### src/core/asq_regs.svh
// constants of the acquisition set sequencer: sizes, maps, reset values
// assumes inclusion by bare name from the package and the design files
`ifndef ASQ_REGS_SVH
`define ASQ_REGS_SVH
`define ASQ_NSET      8
`define ASQ_SET_W     3
`define ASQ_NFEAT     8
`define ASQ_FEAT_W    3
`define ASQ_FW        16
`define ASQ_NSRC      8
`define ASQ_SRC_W     3
`define ASQ_COND_W    2
`define ASQ_PATH_W    2
`define ASQ_PATH_ONLY 2'h0
// row i, bit j: the legal range of feature i depends on feature j
`define ASQ_DEP_MAP   64'h0102_0000_100a_0100
`define ASQ_AUTO_MASK 8'hc0
`define ASQ_MANUAL    16'h0000
`define ASQ_LIVE_RST  16'h0000
`define ASQ_SET_RST   3'h0
`endif

### src/core/asq_pkg.sv
// types shared by the sequencer modules
// assumes asq_regs.svh on the include path
`include "asq_regs.svh"
package asq_pkg;
  typedef enum logic [2:0]
  {
    ASQ_IDLE  = 3'h1,
    ASQ_SETUP = 3'h2,
    ASQ_RUN   = 3'h4
  } asq_state_t;
  typedef enum logic [`ASQ_COND_W-1:0]
  {
    ASQ_RISE = 2'h0,
    ASQ_FALL = 2'h1,
    ASQ_ANY  = 2'h2,
    ASQ_HIGH = 2'h3
  } asq_cond_t;
endpackage : asq_pkg

### src/core/asq_class.sv
// feature classifier: implied, fixed and forced masks from the direct mask
// assumes a stable direct mask; purely combinational
`timescale 1ns/1ns
`include "asq_regs.svh"
module asq_class (
  input  wire logic [`ASQ_NFEAT-1:0] i_direct,  // features sequenced directly
  output logic      [`ASQ_NFEAT-1:0] o_implied, // range follows a direct one
  output logic      [`ASQ_NFEAT-1:0] o_fixed,   // precondition of a sequenced one
  output logic      [`ASQ_NFEAT-1:0] o_forced   // automatic, held manual in run
);
  localparam logic [`ASQ_NFEAT*`ASQ_NFEAT-1:0] DEP  = `ASQ_DEP_MAP;
  localparam logic [`ASQ_NFEAT-1:0]            AUTO = `ASQ_AUTO_MASK;
  // preconditions chain: a precondition of a fixed feature is fixed as well
  wire [`ASQ_NFEAT-1:0] reach [`ASQ_NFEAT+1];
  wire [`ASQ_NFEAT-1:0] pre   [`ASQ_NFEAT];
  assign reach[0] = i_direct | o_implied;
  for (genvar i = 0; i < `ASQ_NFEAT; i++)
  begin : g_feat
    wire [`ASQ_NFEAT-1:0] row = DEP[i*`ASQ_NFEAT +: `ASQ_NFEAT];
    wire [`ASQ_NFEAT-1:0] col;
    for (genvar j = 0; j < `ASQ_NFEAT; j++)
    begin : g_col
      assign col[j] = DEP[j*`ASQ_NFEAT + i];
    end
    // one hop per level; eight levels cover the longest possible chain
    for (genvar k = 0; k < `ASQ_NFEAT; k++)
    begin : g_hop
      assign pre[k][i]       = |(col & reach[k]);
      assign reach[k+1][i]   = reach[k][i] | (pre[k][i] & ~AUTO[i]);
    end
    assign o_implied[i] = ~i_direct[i] & ~AUTO[i] & |(row & i_direct);
    // fixed only when no stronger class claims the feature
    assign o_fixed[i]   = ~i_direct[i] & ~AUTO[i] & ~o_implied[i]
                        & reach[`ASQ_NFEAT][i];
    assign o_forced[i]  = ~i_direct[i] & AUTO[i] & |i_direct;
  end
endmodule : asq_class

### src/core/asq_trig.sv
// transition trigger: edge or level detection on one selected source
// assumes sources already in the i_clock domain
`timescale 1ns/1ns
`include "asq_regs.svh"
module asq_trig (
  input  wire logic                  i_clock,   // system clock
  input  wire logic                  i_resetn,  // async reset, low
  input  wire logic                  i_enable,  // clock enable
  input  wire logic [`ASQ_NSRC-1:0]  i_src_vec, // all trigger sources
  input  wire logic [`ASQ_SRC_W-1:0] i_src_sel, // chosen source
  input  asq_pkg::asq_cond_t         i_cond,    // activation mode
  output logic                       o_fire     // transition condition met
);
  // history kept for every source so a source change cannot fake an edge
  logic [`ASQ_NSRC-1:0] prev_r;
  wire cur = i_src_vec[i_src_sel];
  wire old = prev_r[i_src_sel];
  always_ff @(posedge i_clock or negedge i_resetn)
  begin
    if (!i_resetn)
      prev_r <= '0;
    else if (i_enable)
      prev_r <= i_src_vec;
  end
  always_comb
  begin
    case (i_cond)
      asq_pkg::ASQ_RISE: o_fire = cur & ~old;
      asq_pkg::ASQ_FALL: o_fire = ~cur & old;
      asq_pkg::ASQ_ANY:  o_fire = cur ^ old;
      default:           o_fire = cur;
    endcase
  end
endmodule : asq_trig

### src/core/asq_sequencer.sv
// acquisition set sequencer: set store, classification, locks, transitions
// assumes control strobes from same-clock logic; trigger lines are async
`timescale 1ns/1ns
`include "asq_regs.svh"
module asq_sequencer (
  input  wire logic                    i_clock,         // 50 MHz system clock
  input  wire logic                    i_resetn,        // async reset, low
  input  wire logic                    i_enable,        // clock enable
  input  wire logic [`ASQ_FEAT_W-1:0]  i_seq_feature_pick, // feature to enable
  input  wire logic                    i_direct_wr,     // direct enable strobe
  input  wire logic                    i_seq_feature_direct_on, // enable value
  input  wire logic                    i_setup_wr,      // setup mode strobe
  input  wire logic                    i_seq_setup_mode, // setup mode value
  input  wire logic                    i_set_pick_wr,   // set selector strobe
  input  wire logic [`ASQ_SET_W:0]     i_seq_set_pick,  // set selector value
  input  wire logic                    i_seq_set_store, // save pulse
  input  wire logic                    i_seq_set_recall, // load pulse
  input  wire logic [`ASQ_PATH_W-1:0]  i_seq_path_pick, // path selector
  input  wire logic                    i_src_wr,        // source strobe
  input  wire logic [`ASQ_SRC_W-1:0]   i_seq_transition_source, // source
  input  wire logic                    i_cond_wr,       // activation strobe
  input  wire logic [`ASQ_COND_W-1:0]  i_seq_transition_condition, // mode
  input  wire logic                    i_next_wr,       // next set strobe
  input  wire logic [`ASQ_SET_W:0]     i_seq_following_set, // next set
  input  wire logic                    i_first_wr,      // start set strobe
  input  wire logic [`ASQ_SET_W:0]     i_seq_first_set, // start set
  input  wire logic                    i_run_wr,        // run mode strobe
  input  wire logic                    i_seq_run_mode,  // run mode value
  input  wire logic                    i_live_wr,       // live feature write
  input  wire logic [`ASQ_FEAT_W-1:0]  i_live_idx,      // live feature index
  input  wire logic [`ASQ_FW-1:0]      i_live_data,     // live feature value
  input  wire logic [3:0]              i_int_events,    // internal events
  input  wire logic [3:0]              i_trig_lines,    // external lines
  output logic [`ASQ_NFEAT*`ASQ_FW-1:0] o_live,         // live feature values
  output logic [`ASQ_NFEAT-1:0]        o_live_lock,     // write-locked features
  output logic [`ASQ_NFEAT-1:0]        o_direct,        // direct enables
  output logic                         o_seq_setup_mode, // in setup
  output logic                         o_seq_setup_ok,  // setup checked good
  output logic [`ASQ_NSET-1:0]         o_seq_set_ok,    // per-set validity
  output logic [`ASQ_SET_W-1:0]        o_seq_set_pick,  // current selector
  output logic [`ASQ_SET_W-1:0]        o_active_set,    // active set
  output logic                         o_seq_run_mode,  // running
  output logic                         o_write_refused  // refused write pulse
);
  localparam int NS = `ASQ_NSET;
  localparam int NF = `ASQ_NFEAT;
  localparam int FW = `ASQ_FW;

  asq_pkg::asq_state_t state_r;
  asq_pkg::asq_state_t state_nxt;
  logic [NF-1:0]               direct_r;
  logic [NF-1:0]               implied_r;
  logic [NF-1:0]               fixed_r;
  logic [NF-1:0]               forced_r;
  logic [NF-1:0]               lock_r;
  logic [`ASQ_SET_W-1:0]       pick_r;
  logic [`ASQ_SET_W-1:0]       first_r;
  logic [`ASQ_SET_W-1:0]       active_r;
  logic [NF-1:0][FW-1:0]       live_r;
  logic [NS-1:0][NF-1:0][FW-1:0] bank_r;
  logic [NS-1:0][NF-1:0]       sig_r;
  logic [NS-1:0]               saved_r;
  logic [NS-1:0]               ok_r;
  logic [NS-1:0][`ASQ_SRC_W-1:0] src_r;
  logic [NS-1:0][`ASQ_COND_W-1:0] cond_r;
  logic [NS-1:0][`ASQ_SET_W-1:0] next_r;
  logic                        setup_ok_r;
  logic                        refuse_r;
  logic [3:0]                  lines_s1_r;
  logic [3:0]                  lines_s2_r;

  wire [NF-1:0] cls_implied;
  wire [NF-1:0] cls_fixed;
  wire [NF-1:0] cls_forced;
  wire          fire;

  asq_class u_class (
    .i_direct  (direct_r),
    .o_implied (cls_implied),
    .o_fixed   (cls_fixed),
    .o_forced  (cls_forced)
  );

  // external lines cross in through two flops before any use
  always_ff @(posedge i_clock or negedge i_resetn)
  begin
    if (!i_resetn)
    begin
      lines_s1_r <= '0;
      lines_s2_r <= '0;
    end
    else if (i_enable)
    begin
      lines_s1_r <= i_trig_lines;
      lines_s2_r <= lines_s1_r;
    end
  end

  wire st_idle  = (state_r == asq_pkg::ASQ_IDLE);
  wire st_setup = (state_r == asq_pkg::ASQ_SETUP);
  wire st_run   = (state_r == asq_pkg::ASQ_RUN);

  wire [NF-1:0] seq_mask = direct_r | implied_r;
  wire [NF-1:0] run_mask = seq_mask | fixed_r | forced_r;

  asq_trig u_trig (
    .i_clock   (i_clock),
    .i_resetn  (i_resetn),
    .i_enable  (i_enable),
    .i_src_vec ({lines_s2_r, i_int_events}),
    .i_src_sel (src_r[active_r]),
    .i_cond    (asq_pkg::asq_cond_t'(cond_r[active_r])),
    .o_fire    (fire)
  );

  // command decode
  wire run_on_req   = i_run_wr & i_seq_run_mode;
  wire run_off_go   = i_run_wr & ~i_seq_run_mode & st_run;
  wire run_on_go    = run_on_req & st_idle & setup_ok_r;
  wire step_go      = st_run & fire & ~run_off_go;
  wire setup_on_go  = i_setup_wr & i_seq_setup_mode & st_idle;
  wire setup_off_go = i_setup_wr & ~i_seq_setup_mode & st_setup;
  wire direct_go    = i_direct_wr & st_idle;
  wire pick_go      = i_set_pick_wr & ~i_seq_set_pick[`ASQ_SET_W];
  wire path_bad     = (i_seq_path_pick != `ASQ_PATH_ONLY);
  wire prog_ok      = ~path_bad & ~st_run;
  wire src_go       = i_src_wr & prog_ok;
  wire cond_go      = i_cond_wr & prog_ok;
  wire next_go      = i_next_wr & prog_ok & ~i_seq_following_set[`ASQ_SET_W];
  wire first_go     = i_first_wr & ~st_run & ~i_seq_first_set[`ASQ_SET_W];
  wire store_go     = i_seq_set_store & ~st_run;
  wire recall_go    = i_seq_set_recall & ~st_run & ok_r[pick_r]
                    & ~run_on_req;
  wire live_go      = i_live_wr & ~lock_r[i_live_idx];

  wire refuse_any = (i_live_wr & ~live_go) | (i_set_pick_wr & ~pick_go)
                  | (i_src_wr & ~src_go) | (i_cond_wr & ~cond_go)
                  | (i_next_wr & ~next_go) | (i_first_wr & ~first_go)
                  | (i_direct_wr & ~direct_go) | (i_seq_set_store & ~store_go)
                  | (i_seq_set_recall & ~recall_go) | (i_setup_wr & st_run)
                  | (run_on_req & ~run_on_go);

  // one load path shared by run entry, transitions and recall
  wire [`ASQ_SET_W-1:0] next_of_act = next_r[active_r];
  wire [`ASQ_SET_W-1:0] load_idx = run_on_go ? first_r
                                  : step_go ? next_of_act
                                  : pick_r;
  wire                  load_go  = run_on_go | step_go | recall_go;
  wire [NF-1:0]         load_sig = sig_r[load_idx];
  wire                  force_on = st_run | run_on_go;

  always_comb
  begin
    state_nxt = state_r;
    case (state_r)
      asq_pkg::ASQ_IDLE:
      begin
        if (setup_on_go)
          state_nxt = asq_pkg::ASQ_SETUP;
        else if (run_on_go)
          state_nxt = asq_pkg::ASQ_RUN;
      end
      asq_pkg::ASQ_SETUP:
      begin
        if (setup_off_go)
          state_nxt = asq_pkg::ASQ_IDLE;
      end
      asq_pkg::ASQ_RUN:
      begin
        if (run_off_go)
          state_nxt = asq_pkg::ASQ_IDLE;
      end
      default: state_nxt = asq_pkg::ASQ_IDLE;
    endcase
  end

  // classes are captured only on setup entry, so direct changes need re-entry
  wire [NF-1:0] fixed_nxt = setup_on_go ? cls_fixed : fixed_r;
  wire [NF-1:0] lock_nxt  =
      (state_nxt == asq_pkg::ASQ_SETUP) ? fixed_nxt
    : (state_nxt == asq_pkg::ASQ_RUN)   ? run_mask
    : '0;

  // configuration check: start set valid and every valid set leads to one
  wire [NS-1:0] chain_ok;
  wire          setup_ok_calc = (&chain_ok) & ok_r[first_r];

  wire [NF-1:0][FW-1:0] live_nxt;
  wire [NF-1:0]         forced_bad;

  for (genvar f = 0; f < NF; f++)
  begin : g_live
    wire hit = live_go & (i_live_idx == `ASQ_FEAT_W'(f));
    assign live_nxt[f] = (force_on & forced_r[f]) ? `ASQ_MANUAL
                       : (load_go & load_sig[f]) ? bank_r[load_idx][f]
                       : hit ? i_live_data
                       : live_r[f];
    assign forced_bad[f] = forced_r[f] & (live_r[f] != `ASQ_MANUAL);
  end

  for (genvar s = 0; s < NS; s++)
  begin : g_set
    wire sel = (pick_r == `ASQ_SET_W'(s));
    wire saved_nxt = saved_r[s] | (store_go & sel);
    wire [NF-1:0] sig_nxt = (store_go & sel) ? seq_mask : sig_r[s];
    assign chain_ok[s] = ~ok_r[s] | ok_r[next_r[s]];
    always_ff @(posedge i_clock or negedge i_resetn)
    begin
      if (!i_resetn)
      begin
        bank_r[s]  <= '0;
        sig_r[s]   <= '0;
        saved_r[s] <= 1'b0;
        ok_r[s]    <= 1'b0;
      end
      else if (i_enable & store_go)
      begin
        if (sel)
          bank_r[s] <= live_r;
        sig_r[s]   <= sig_nxt;
        saved_r[s] <= saved_nxt;
        ok_r[s]    <= saved_nxt & (sig_nxt == seq_mask) & |seq_mask;
      end
    end
    always_ff @(posedge i_clock or negedge i_resetn)
    begin
      if (!i_resetn)
      begin
        src_r[s]  <= '0;
        cond_r[s] <= '0;
        next_r[s] <= `ASQ_SET_RST;
      end
      else if (i_enable & sel)
      begin
        if (src_go)
          src_r[s] <= i_seq_transition_source;
        if (cond_go)
          cond_r[s] <= i_seq_transition_condition;
        if (next_go)
          next_r[s] <= i_seq_following_set[`ASQ_SET_W-1:0];
      end
    end
  end

  always_ff @(posedge i_clock or negedge i_resetn)
  begin
    if (!i_resetn)
    begin
      state_r <= asq_pkg::ASQ_IDLE;
      lock_r  <= '0;
      live_r  <= {NF{`ASQ_LIVE_RST}};
    end
    else if (i_enable)
    begin
      state_r <= state_nxt;
      lock_r  <= lock_nxt;
      live_r  <= live_nxt;
    end
  end

  always_ff @(posedge i_clock or negedge i_resetn)
  begin
    if (!i_resetn)
    begin
      direct_r  <= '0;
      implied_r <= '0;
      fixed_r   <= '0;
      forced_r  <= '0;
    end
    else if (i_enable)
    begin
      if (direct_go)
        direct_r[i_seq_feature_pick] <= i_seq_feature_direct_on;
      if (setup_on_go)
      begin
        implied_r <= cls_implied;
        fixed_r   <= cls_fixed;
        forced_r  <= cls_forced;
      end
    end
  end

  always_ff @(posedge i_clock or negedge i_resetn)
  begin
    if (!i_resetn)
    begin
      pick_r     <= `ASQ_SET_RST;
      first_r    <= `ASQ_SET_RST;
      active_r   <= `ASQ_SET_RST;
      setup_ok_r <= 1'b0;
      refuse_r   <= 1'b0;
    end
    else if (i_enable)
    begin
      if (pick_go)
        pick_r <= i_seq_set_pick[`ASQ_SET_W-1:0];
      if (first_go)
        first_r <= i_seq_first_set[`ASQ_SET_W-1:0];
      if (run_on_go | step_go)
        active_r <= load_idx;
      // a new start set or setup entry voids the earlier check
      if (setup_off_go)
        setup_ok_r <= setup_ok_calc;
      else if (setup_on_go | first_go)
        setup_ok_r <= 1'b0;
      refuse_r <= refuse_any;
    end
  end

  assign o_live           = live_r;
  assign o_live_lock      = lock_r;
  assign o_direct         = direct_r;
  assign o_seq_setup_mode = state_r[1];
  assign o_seq_run_mode   = state_r[2];
  assign o_seq_setup_ok   = setup_ok_r;
  assign o_seq_set_ok     = ok_r;
  assign o_seq_set_pick   = pick_r;
  assign o_active_set     = active_r;
  assign o_write_refused  = refuse_r;
endmodule : asq_sequencer

### config.mk
export PLATFORM = sky130hd
export DESIGN_NAME = asq_sequencer
export DESIGN_NICKNAME = d
export VERILOG_FILES = /design/src/core/asq_pkg.sv /design/src/core/asq_class.sv /design/src/core/asq_trig.sv /design/src/core/asq_sequencer.sv
export VERILOG_INCLUDE_DIRS = /design/src /design/src/core
export SDC_FILE = /design/constraint.sdc
export NUM_CORES = 2
export LEC_CHECK = 0
export BUFFER_PORTS_ARGS = -buffer_cell sky130_fd_sc_hd__clkbuf_2
export CAP_MARGIN = 20
export CORE_UTILIZATION = 67
export DETAILED_ROUTE_END_ITERATION = 7
export PLACE_DENSITY = 0.85
export REMOVE_ABC_BUFFERS = 1
export SYNTH_ARGS = -nofsm -noshare
export SYNTH_HDL_FRONTEND = slang
export SYNTH_SLANG_ARGS = --single-unit
export TNS_END_PERCENT = 1
### constraint.sdc
create_clock -name i_clock -period 10 [get_ports i_clock]
set_input_delay 2.5 -clock i_clock [delete_from_list [all_inputs] [get_ports i_clock]]
set_output_delay 2.5 -clock i_clock [all_outputs]
set_load 0.01 [all_outputs]
### Yosys cells after proc, flatten, opt, wreduce, memory -nomap -nowiden

Cells that the tools add are included.

* bitwise operators: 212
* muxes and demuxes: 78
* order comparisons: 16
* eq/ne operators: 29
* reduce and logical (&&, ||, !) cells: 73

Operators by type and width (count)
* 128-bit binary-select mux with 3-bit select: 1
* 16-bit 2-to-1 mux: 18
* 128-bit 2-to-1 mux: 1
* 1-bit bitwise AND: 104
* 8-bit 2-to-1 mux: 12
* 2-bit AND reduction: 46
* 8-bit equality test: 8
* 1-bit OR: 62
* 3-bit by 4-bit less-than comparator with 1-bit output, second input constant: 15
* 1-bit inverter: 41
* 1-bit binary-select mux with 3-bit select: 13
* 3-bit equality test, second input constant: 10
* 8-bit binary-select mux with 3-bit select: 1
* 3-bit 2-to-1 mux: 8
* 3-bit nonzero test: 8
* 2-bit OR reduction: 10
* 3-bit binary-select mux with 3-bit select: 2
* 3-bit by 2-bit equality test with 1-bit output, second input constant: 6
* 1-bit 2-to-1 mux: 16
* 8-bit by 4-bit OR with 8-bit output: 2
* 8-bit OR: 2
* 8-bit OR reduction: 2
* 3-bit by 1-bit equality test with 1-bit output, second input constant: 3
* 3-bit case mux with 3 select lines: 1
* other kinds (14): 16

* logic and storage cells: 542
* register bits: 1355
* input port bits: 66

### Logic depth before layout (Yosys ltp)

* word-level depth: 16
* depth in mapped cells: 22
* mapped depth without buffers: 18

### Cells and area by module

From an unflattened synthesis, not the netlist that was laid out.

* cell total of the unflattened synthesis: 5291
* area total of the unflattened synthesis: 64017.6 µm²

Modules (own cells, without submodules)
* asq_sequencer: times used 1, area an instance 63315.7 µm², cells each 5228
* asq_trig: times used 1, area an instance 498.0 µm², cells each 32
* asq_class: times used 1, area an instance 203.9 µm², cells each 31

### Worst setup path before layout

Ideal clock, no wire load.

* path type: input to register
* start point: in i_int_events[1]
* end point: reg live_r, in the netlist o_live[23]
* setup time: 0.123 ns
* stages: 18
* path slack: 4.142 ns
* arrival: 5.735 ns
* cells stage by stage: mux2_4 > a2bb2oi_1 > nand2_1 > ha_1 > inv_1 > mux2i_1 > a211o_1 > nor3b_1 > or2_1 > buf_4 > buf_6 > nand2_1 > a32o_1 > or3_1 > buf_2 > buf_2 > a31o_2 > o221a_2

* word-level cells in the longest chain between the ends: 14
* elaborated cells on any way between the ends: 21

Ends and longest elaborated chain
* start, declared: RTL line asq_sequencer.sv:32 `input wire logic [3:0] i_int_events,`
* 1-bit binary-select mux with 3-bit select *: RTL line asq_trig.sv:16 `wire cur = i_src_vec[i_src_sel];`
* 1-bit 2-to-1 mux (not written as such) *: RTL line asq_trig.sv:16
* 1-bit inverter: RTL line asq_trig.sv:29 `asq_pkg::ASQ_FALL: o_fire = ~cur & old;`
* 1-bit bitwise AND: RTL line asq_trig.sv:29
* 1-bit case mux with 3 select lines *: RTL line asq_trig.sv:27 `case (i_cond)`
* 1-bit bitwise AND * (2 in a row): RTL line asq_sequencer.sv:120 `wire step_go = st_run & fire & ~run_off_go;`
* 3-bit 2-to-1 mux: RTL line asq_sequencer.sv:146 `: step_go ? next_of_act`
* 3-bit 2-to-1 mux: RTL line asq_sequencer.sv:145 `` wire [`ASQ_SET_W-1:0] load_idx = run_on_go ? first_r ``
* 8-bit binary-select mux with 3-bit select: RTL line asq_sequencer.sv:149 `wire [NF-1:0] load_sig = sig_r[load_idx];`
* 8-bit 2-to-1 mux (not written as such): RTL line asq_sequencer.sv:149
* 1-bit bitwise AND: RTL line asq_sequencer.sv:195 `: (load_go & load_sig[f]) ? bank_r[load_idx][f]`
* 3-bit nonzero test (no line)
* 2-bit AND reduction (no line)
* end signal, assigned: RTL line asq_sequencer.sv:251 `` live_r <= {NF{`ASQ_LIVE_RST}}; ``
* end signal, assigned: RTL line asq_sequencer.sv:257 `live_r <= live_nxt;`
* end, declared: RTL line asq_sequencer.sv:59 `logic [NF-1:0][FW-1:0] live_r;`

Every way passes the cells marked *; elsewhere a longest branch is shown, timed or not. The select of a mux whose other input is x is not followed.
A chain may end at the register's enable or synchronous reset.

### Worst setup path after layout

* start point: reg active_r[0], in the netlist o_active_set[0]
* end point: reg live_r, in the netlist o_live[27]

* word-level cells in the longest chain between the ends: 16
* elaborated cells on any way between the ends: 33

Ends and longest elaborated chain
* start, declared: RTL line asq_sequencer.sv:58 `` logic [`ASQ_SET_W-1:0] active_r; ``
* start signal, assigned: RTL line asq_sequencer.sv:289 `` active_r <= `ASQ_SET_RST; ``
* start signal, assigned: RTL line asq_sequencer.sv:300 `active_r <= load_idx;`
* 3-bit binary-select mux with 3-bit select: RTL line asq_sequencer.sv:111 `.i_src_sel (src_r[active_r]),`
* 3-bit 2-to-1 mux (not written as such): RTL line asq_sequencer.sv:111
* 1-bit binary-select mux with 3-bit select (on tied branches): RTL line asq_trig.sv:16, asq_trig.sv:17
* 1-bit 2-to-1 mux (on tied branches): RTL line asq_trig.sv:16, asq_trig.sv:17
* 1-bit inverter (on tied branches): RTL line asq_trig.sv:29, asq_trig.sv:28
* 1-bit bitwise AND (on tied branches): RTL line asq_trig.sv:29, asq_trig.sv:28
* 1-bit case mux with 3 select lines: RTL line asq_trig.sv:27
* 1-bit bitwise AND (2 in a row): RTL line asq_sequencer.sv:120
* 3-bit 2-to-1 mux: RTL line asq_sequencer.sv:146
* 3-bit 2-to-1 mux: RTL line asq_sequencer.sv:145
* 8-bit binary-select mux with 3-bit select: RTL line asq_sequencer.sv:149
* 8-bit 2-to-1 mux (not written as such): RTL line asq_sequencer.sv:149
* 1-bit bitwise AND: RTL line asq_sequencer.sv:195
* 3-bit nonzero test (no line)
* 2-bit AND reduction (no line)

Parallel ways exist; a longest one is shown, timed or not. The select of a mux whose other input is x is not followed.

==> impl_metrics.json <==
{
  "required_ns": 10.69,
  "p_seq_share_pct": 45.6,
  "fill_cells": 5846,
  "initialDrtViolationCount": 5151,
  "synthDominantCellAreaShare_pct": 54.35,
  "nets": 5508,
  "postRouteAntennaNets": 0,
  "clk_path_buf_depth": 3,
  "powerDensity_mw_per_mm2": 312.9,
  "pin_count": 228,
  "end_kind": "register",
  "ff2ff_setup_slack_ns": 2.72,
  "p_leak_nw": 31.46,
  "rr_endpoint": "o_live[27]$_DFFE_PN0P_",
  "reg2regPathDepth": 19,
  "totalWireLength_microns": 172700,
  "grt_max_degree": 177,
  "synth-edff-count": 0,
  "max_cap_violations": 0,
  "min_from": "saved_r[0]$_DFFE_PN0P_",
  "clk_pin_slew_ns": 0.06,
  "cts_tree": "built",
  "r2r-start": "o_active_set[0]$_DFFE_PN0P_",
  "hold_viol": 0,
  "start_kind": "register",
  "fin_crit_sh_pct": 72.81,
  "io_buffers": 227,
  "ctsResizeCount": 0,
  "die-area_sq_mm": 0.09428,
  "path_class": "register to register",
  "yosysTopAreaCell": "dfrtp_1",
  "crit_path_top_delay_cell": "a221o_4",
  "core_sq_mm": 0.09194,
  "grt_setup_unrepaired": "no",
  "postCtsSetupBuffers": 0,
  "worstPathCellList": "buf_4 -> mux4_1 -> mux2i_1 -> nor2b_1 -> a211oi_1 -> a21oi_1 -> mux2_2 -> ha_1 -> inv_1 -> mux2i_1 -> a211o_1 -> nor3_2 -> a221o_4 -> nor2_1 -> a32o_1 -> or3_1 -> buf_4 -> o21ai_1 -> o221a_2",
  "ir_worst_vdd_v": 0.0002210,
  "hold_end": "saved_r[0]$_DFFE_PN0P_",
  "hold_depth": 1,
  "total_power_mw": 21.43,
  "area_growth_pct": 9.862,
  "slew_violations": 0,
  "insertion_delay_ns": 0.75,
  "cts-hold-fix-buffers": 0,
  "ys.flop_type": "dfrtp_1",
  "ff_latch_area_sq_mm": 0.03391,
  "arrival_ns": 7.97,
  "grt_usage_pct": 36.99,
  "clockPowerShare_pct": 24.0,
  "multi_input_area_sq_mm": 0.02655,
  "ys_seq_elements": 1355,
  "drive_gt1_share_pct": 28.73,
  "intPower_mw": 13.86,
  "status": "finished clean",
  "yosys.cell_types.count": 77,
  "num_rows": 111,
  "fin_hold_ws_ns": 0.4660,
  "fmax_ghz": 0.1373,
  "antenna_found_initial": 9,
  "setup_viol": 0,
  "relSlewSlack_pct": 17.91,
  "slowest_delay_ns": 0.90,
  "synth.area.top_cells": "dfrtp_1 54%, mux2_2 17%, nand2_1 6.4%",
  "clock-root-buffer": "clkbuf_16",
  "netSwitchingPower_mw": 7.570,
  "grt_pass1_wl_microns": 268900,
  "vias": 45560,
  "start_util_pct": 67.81,
  "synthArstFlopShare_pct": 100.0,
  "clock-sinks": 1355,
  "die_w_microns": 307.0,
  "worst_pin_slew_ns": 1.231,
  "post-dp-hpwl_microns": 95190,
  "gp_congestion": 0.8564,
  "pwr-share-comb_pct": 30.4,
  "cts_buffers": 135,
  "viasPerCell": 6.710,
  "post-route-min-period_ns": 7.281,
  "htree_levels": 4,
  "syn_avg_cell_area_sq_um": 11.42,
  "grt-ovfl-total": 0,
  "synth-seq-area-share_pct": 54.39,
  "netlist_area_sq_mm": 0.06234,
  "critPathMaxFanout": 73,
  "drtPass1Iterations": 6,
  "drc": 0,
  "fin_skew_ns": 0.01849,
  "wl_per_cell_microns": 25.44,
  "p_sw_share_pct": 35.32,
  "die_h_microns": 307.0,
  "hold_class": "register to register",
  "grt_pass1_vias": 46380,
  "ys_warn_count": 0,
  "tns_ns": 0,
  "syn-instance-count": 5461
}
==> metrics by stage <==
stage / cell area [sq um] / instances / utilization [%] / setup slack [ns]
floorplan: 60480 / 5005 / - / -7.106
global placement: 63990 / 6546 / 69.60 / 2.556
detailed placement: 63990 / 6546 / 69.60 / 2.472
CTS: 68480 / 6785 / 74.48 / 2.910
global route: 68480 / 6785 / 74.48 / 2.364
finish: 68490 / 6790 / 74.50 / 2.719
==> state kept, by name (all words and copies together) (netlist names), 2 cells and up <==
name,count
o_live_lock,8
u_trig.prev_r,8
state_r,3
first_r,3
lines_s2_r,4
lines_s1_r,4
o_active_set,3
src_r,24
implied_r,3
o_live,128
o_direct,8
sig_r,64
o_seq_set_pick,3
fixed_r,8
cond_r,16
saved_r,8
o_seq_set_ok,8
next_r,24
bank_r,1024
forced_r,2
==> layout make-up <==
cell class	instances	area share, %
Sequential cell	1355	49.51
Multi-Input combinational cell	3605	38.76
Clock buffer	208	6.028
Timing Repair Buffer	298	2.641
Tap cell	1243	2.271
Clock inverter	31	0.5279
Inverter	45	0.2466
Antenna cell	5	0.01827
==> cell usage after synthesis, types with 46 or more instances <==
master	n
dfrtp_1	1354
nand2_1	1055
mux2_2	933
o21ai_0	325
clkbuf_1	279
mux2i_1	234
nand3_1	193
nor2_1	110
a32oi_1	107
buf_1	105
a32o_1	74
buf_2	55
o221a_2	46
==> how the worst max path moves through the flow <==
stage	start	endpoint	cells after the start
detailed placement	i_int_events[1]	o_live[29]$_DFFE_PN0P_	16
floorplan	i_int_events[1]	o_live[112]$_DFFE_PN0P_	10
global route	o_active_set[0]$_DFFE_PN0P_	o_live[24]$_DFFE_PN0P_	20
global placement	i_int_events[1]	o_live[31]$_DFFE_PN0P_	16
finish	o_active_set[0]$_DFFE_PN0P_	o_live[27]$_DFFE_PN0P_	19
CTS	o_active_set[0]$_DFFE_PN0P_	o_live[29]$_DFFE_PN0P_	19
==> metal layers <==
layer	GRT usage, %	vias to the layer above	wire, microns
li1	-	19330	-
met1	48.60	23270	65780
met2	58.01	2429	81190
met3	9.586	527	18080
met4	17.14	10	7600
met5	0	-	64
==> cell families (layout without fill, tap and decap cells) <==
kind of cell,after synthesis,count (layout),share of synthesized area (%)
muxes,1198,1198,21.73
and+or+nand+nor,1534,1534,10.35
DFF,1355,1355,54.39
other,0,5,0
buffers and inverters,501,582,3.265
xor gates and xnor gates,63,63,0.8850
AOI/OAI and AO/OA,808,808,9.342
adders and majority gates,2,2,0.04013
==> cells in the final DEF (no fill, tap or decap), drive strengths merged, types with 33 or more instances in the layout <==
cell    netlist  final
nor3         37     37
xnor2        33     33
nand4        40     40
a32oi       107    107
nor2        112    112
nand2      1055   1055
inv          45     51
a31oi        33     33
a32o         74     74
dfrtp      1354   1354
buf         177     72
o221a        46     46
a21oi        36     36
mux2        934    934
mux2i       234    234
nand3       193    193
o21ai       338    338
clkbuf      279    434
==> worst max-delay path: cells and delay by family (launching register included) <==
family	cells	cell delay [ns]
muxes	4	1.83
buffers and inverters	3	0.68
and+or+nand+nor	4	0.98
AOI/OAI and AO/OA	7	2.95
DFF	1	0.32
adders and majority gates	1	0.30
==> power groups by stage <==
stage | logic, mW | registers (mW) | clock network (mW)
global placement | 6.08 | 9.57 | 0
CTS | 6.46 | 9.71 | 5.17
global route | 7.05 | 10.1 | 5.38
floorplan | 4.88 | 9.30 | 0
detailed placement | 6.35 | 9.74 | 0
finish | 6.52 | 9.77 | 5.15
Note: power is estimated with default switching activity, not from simulation.
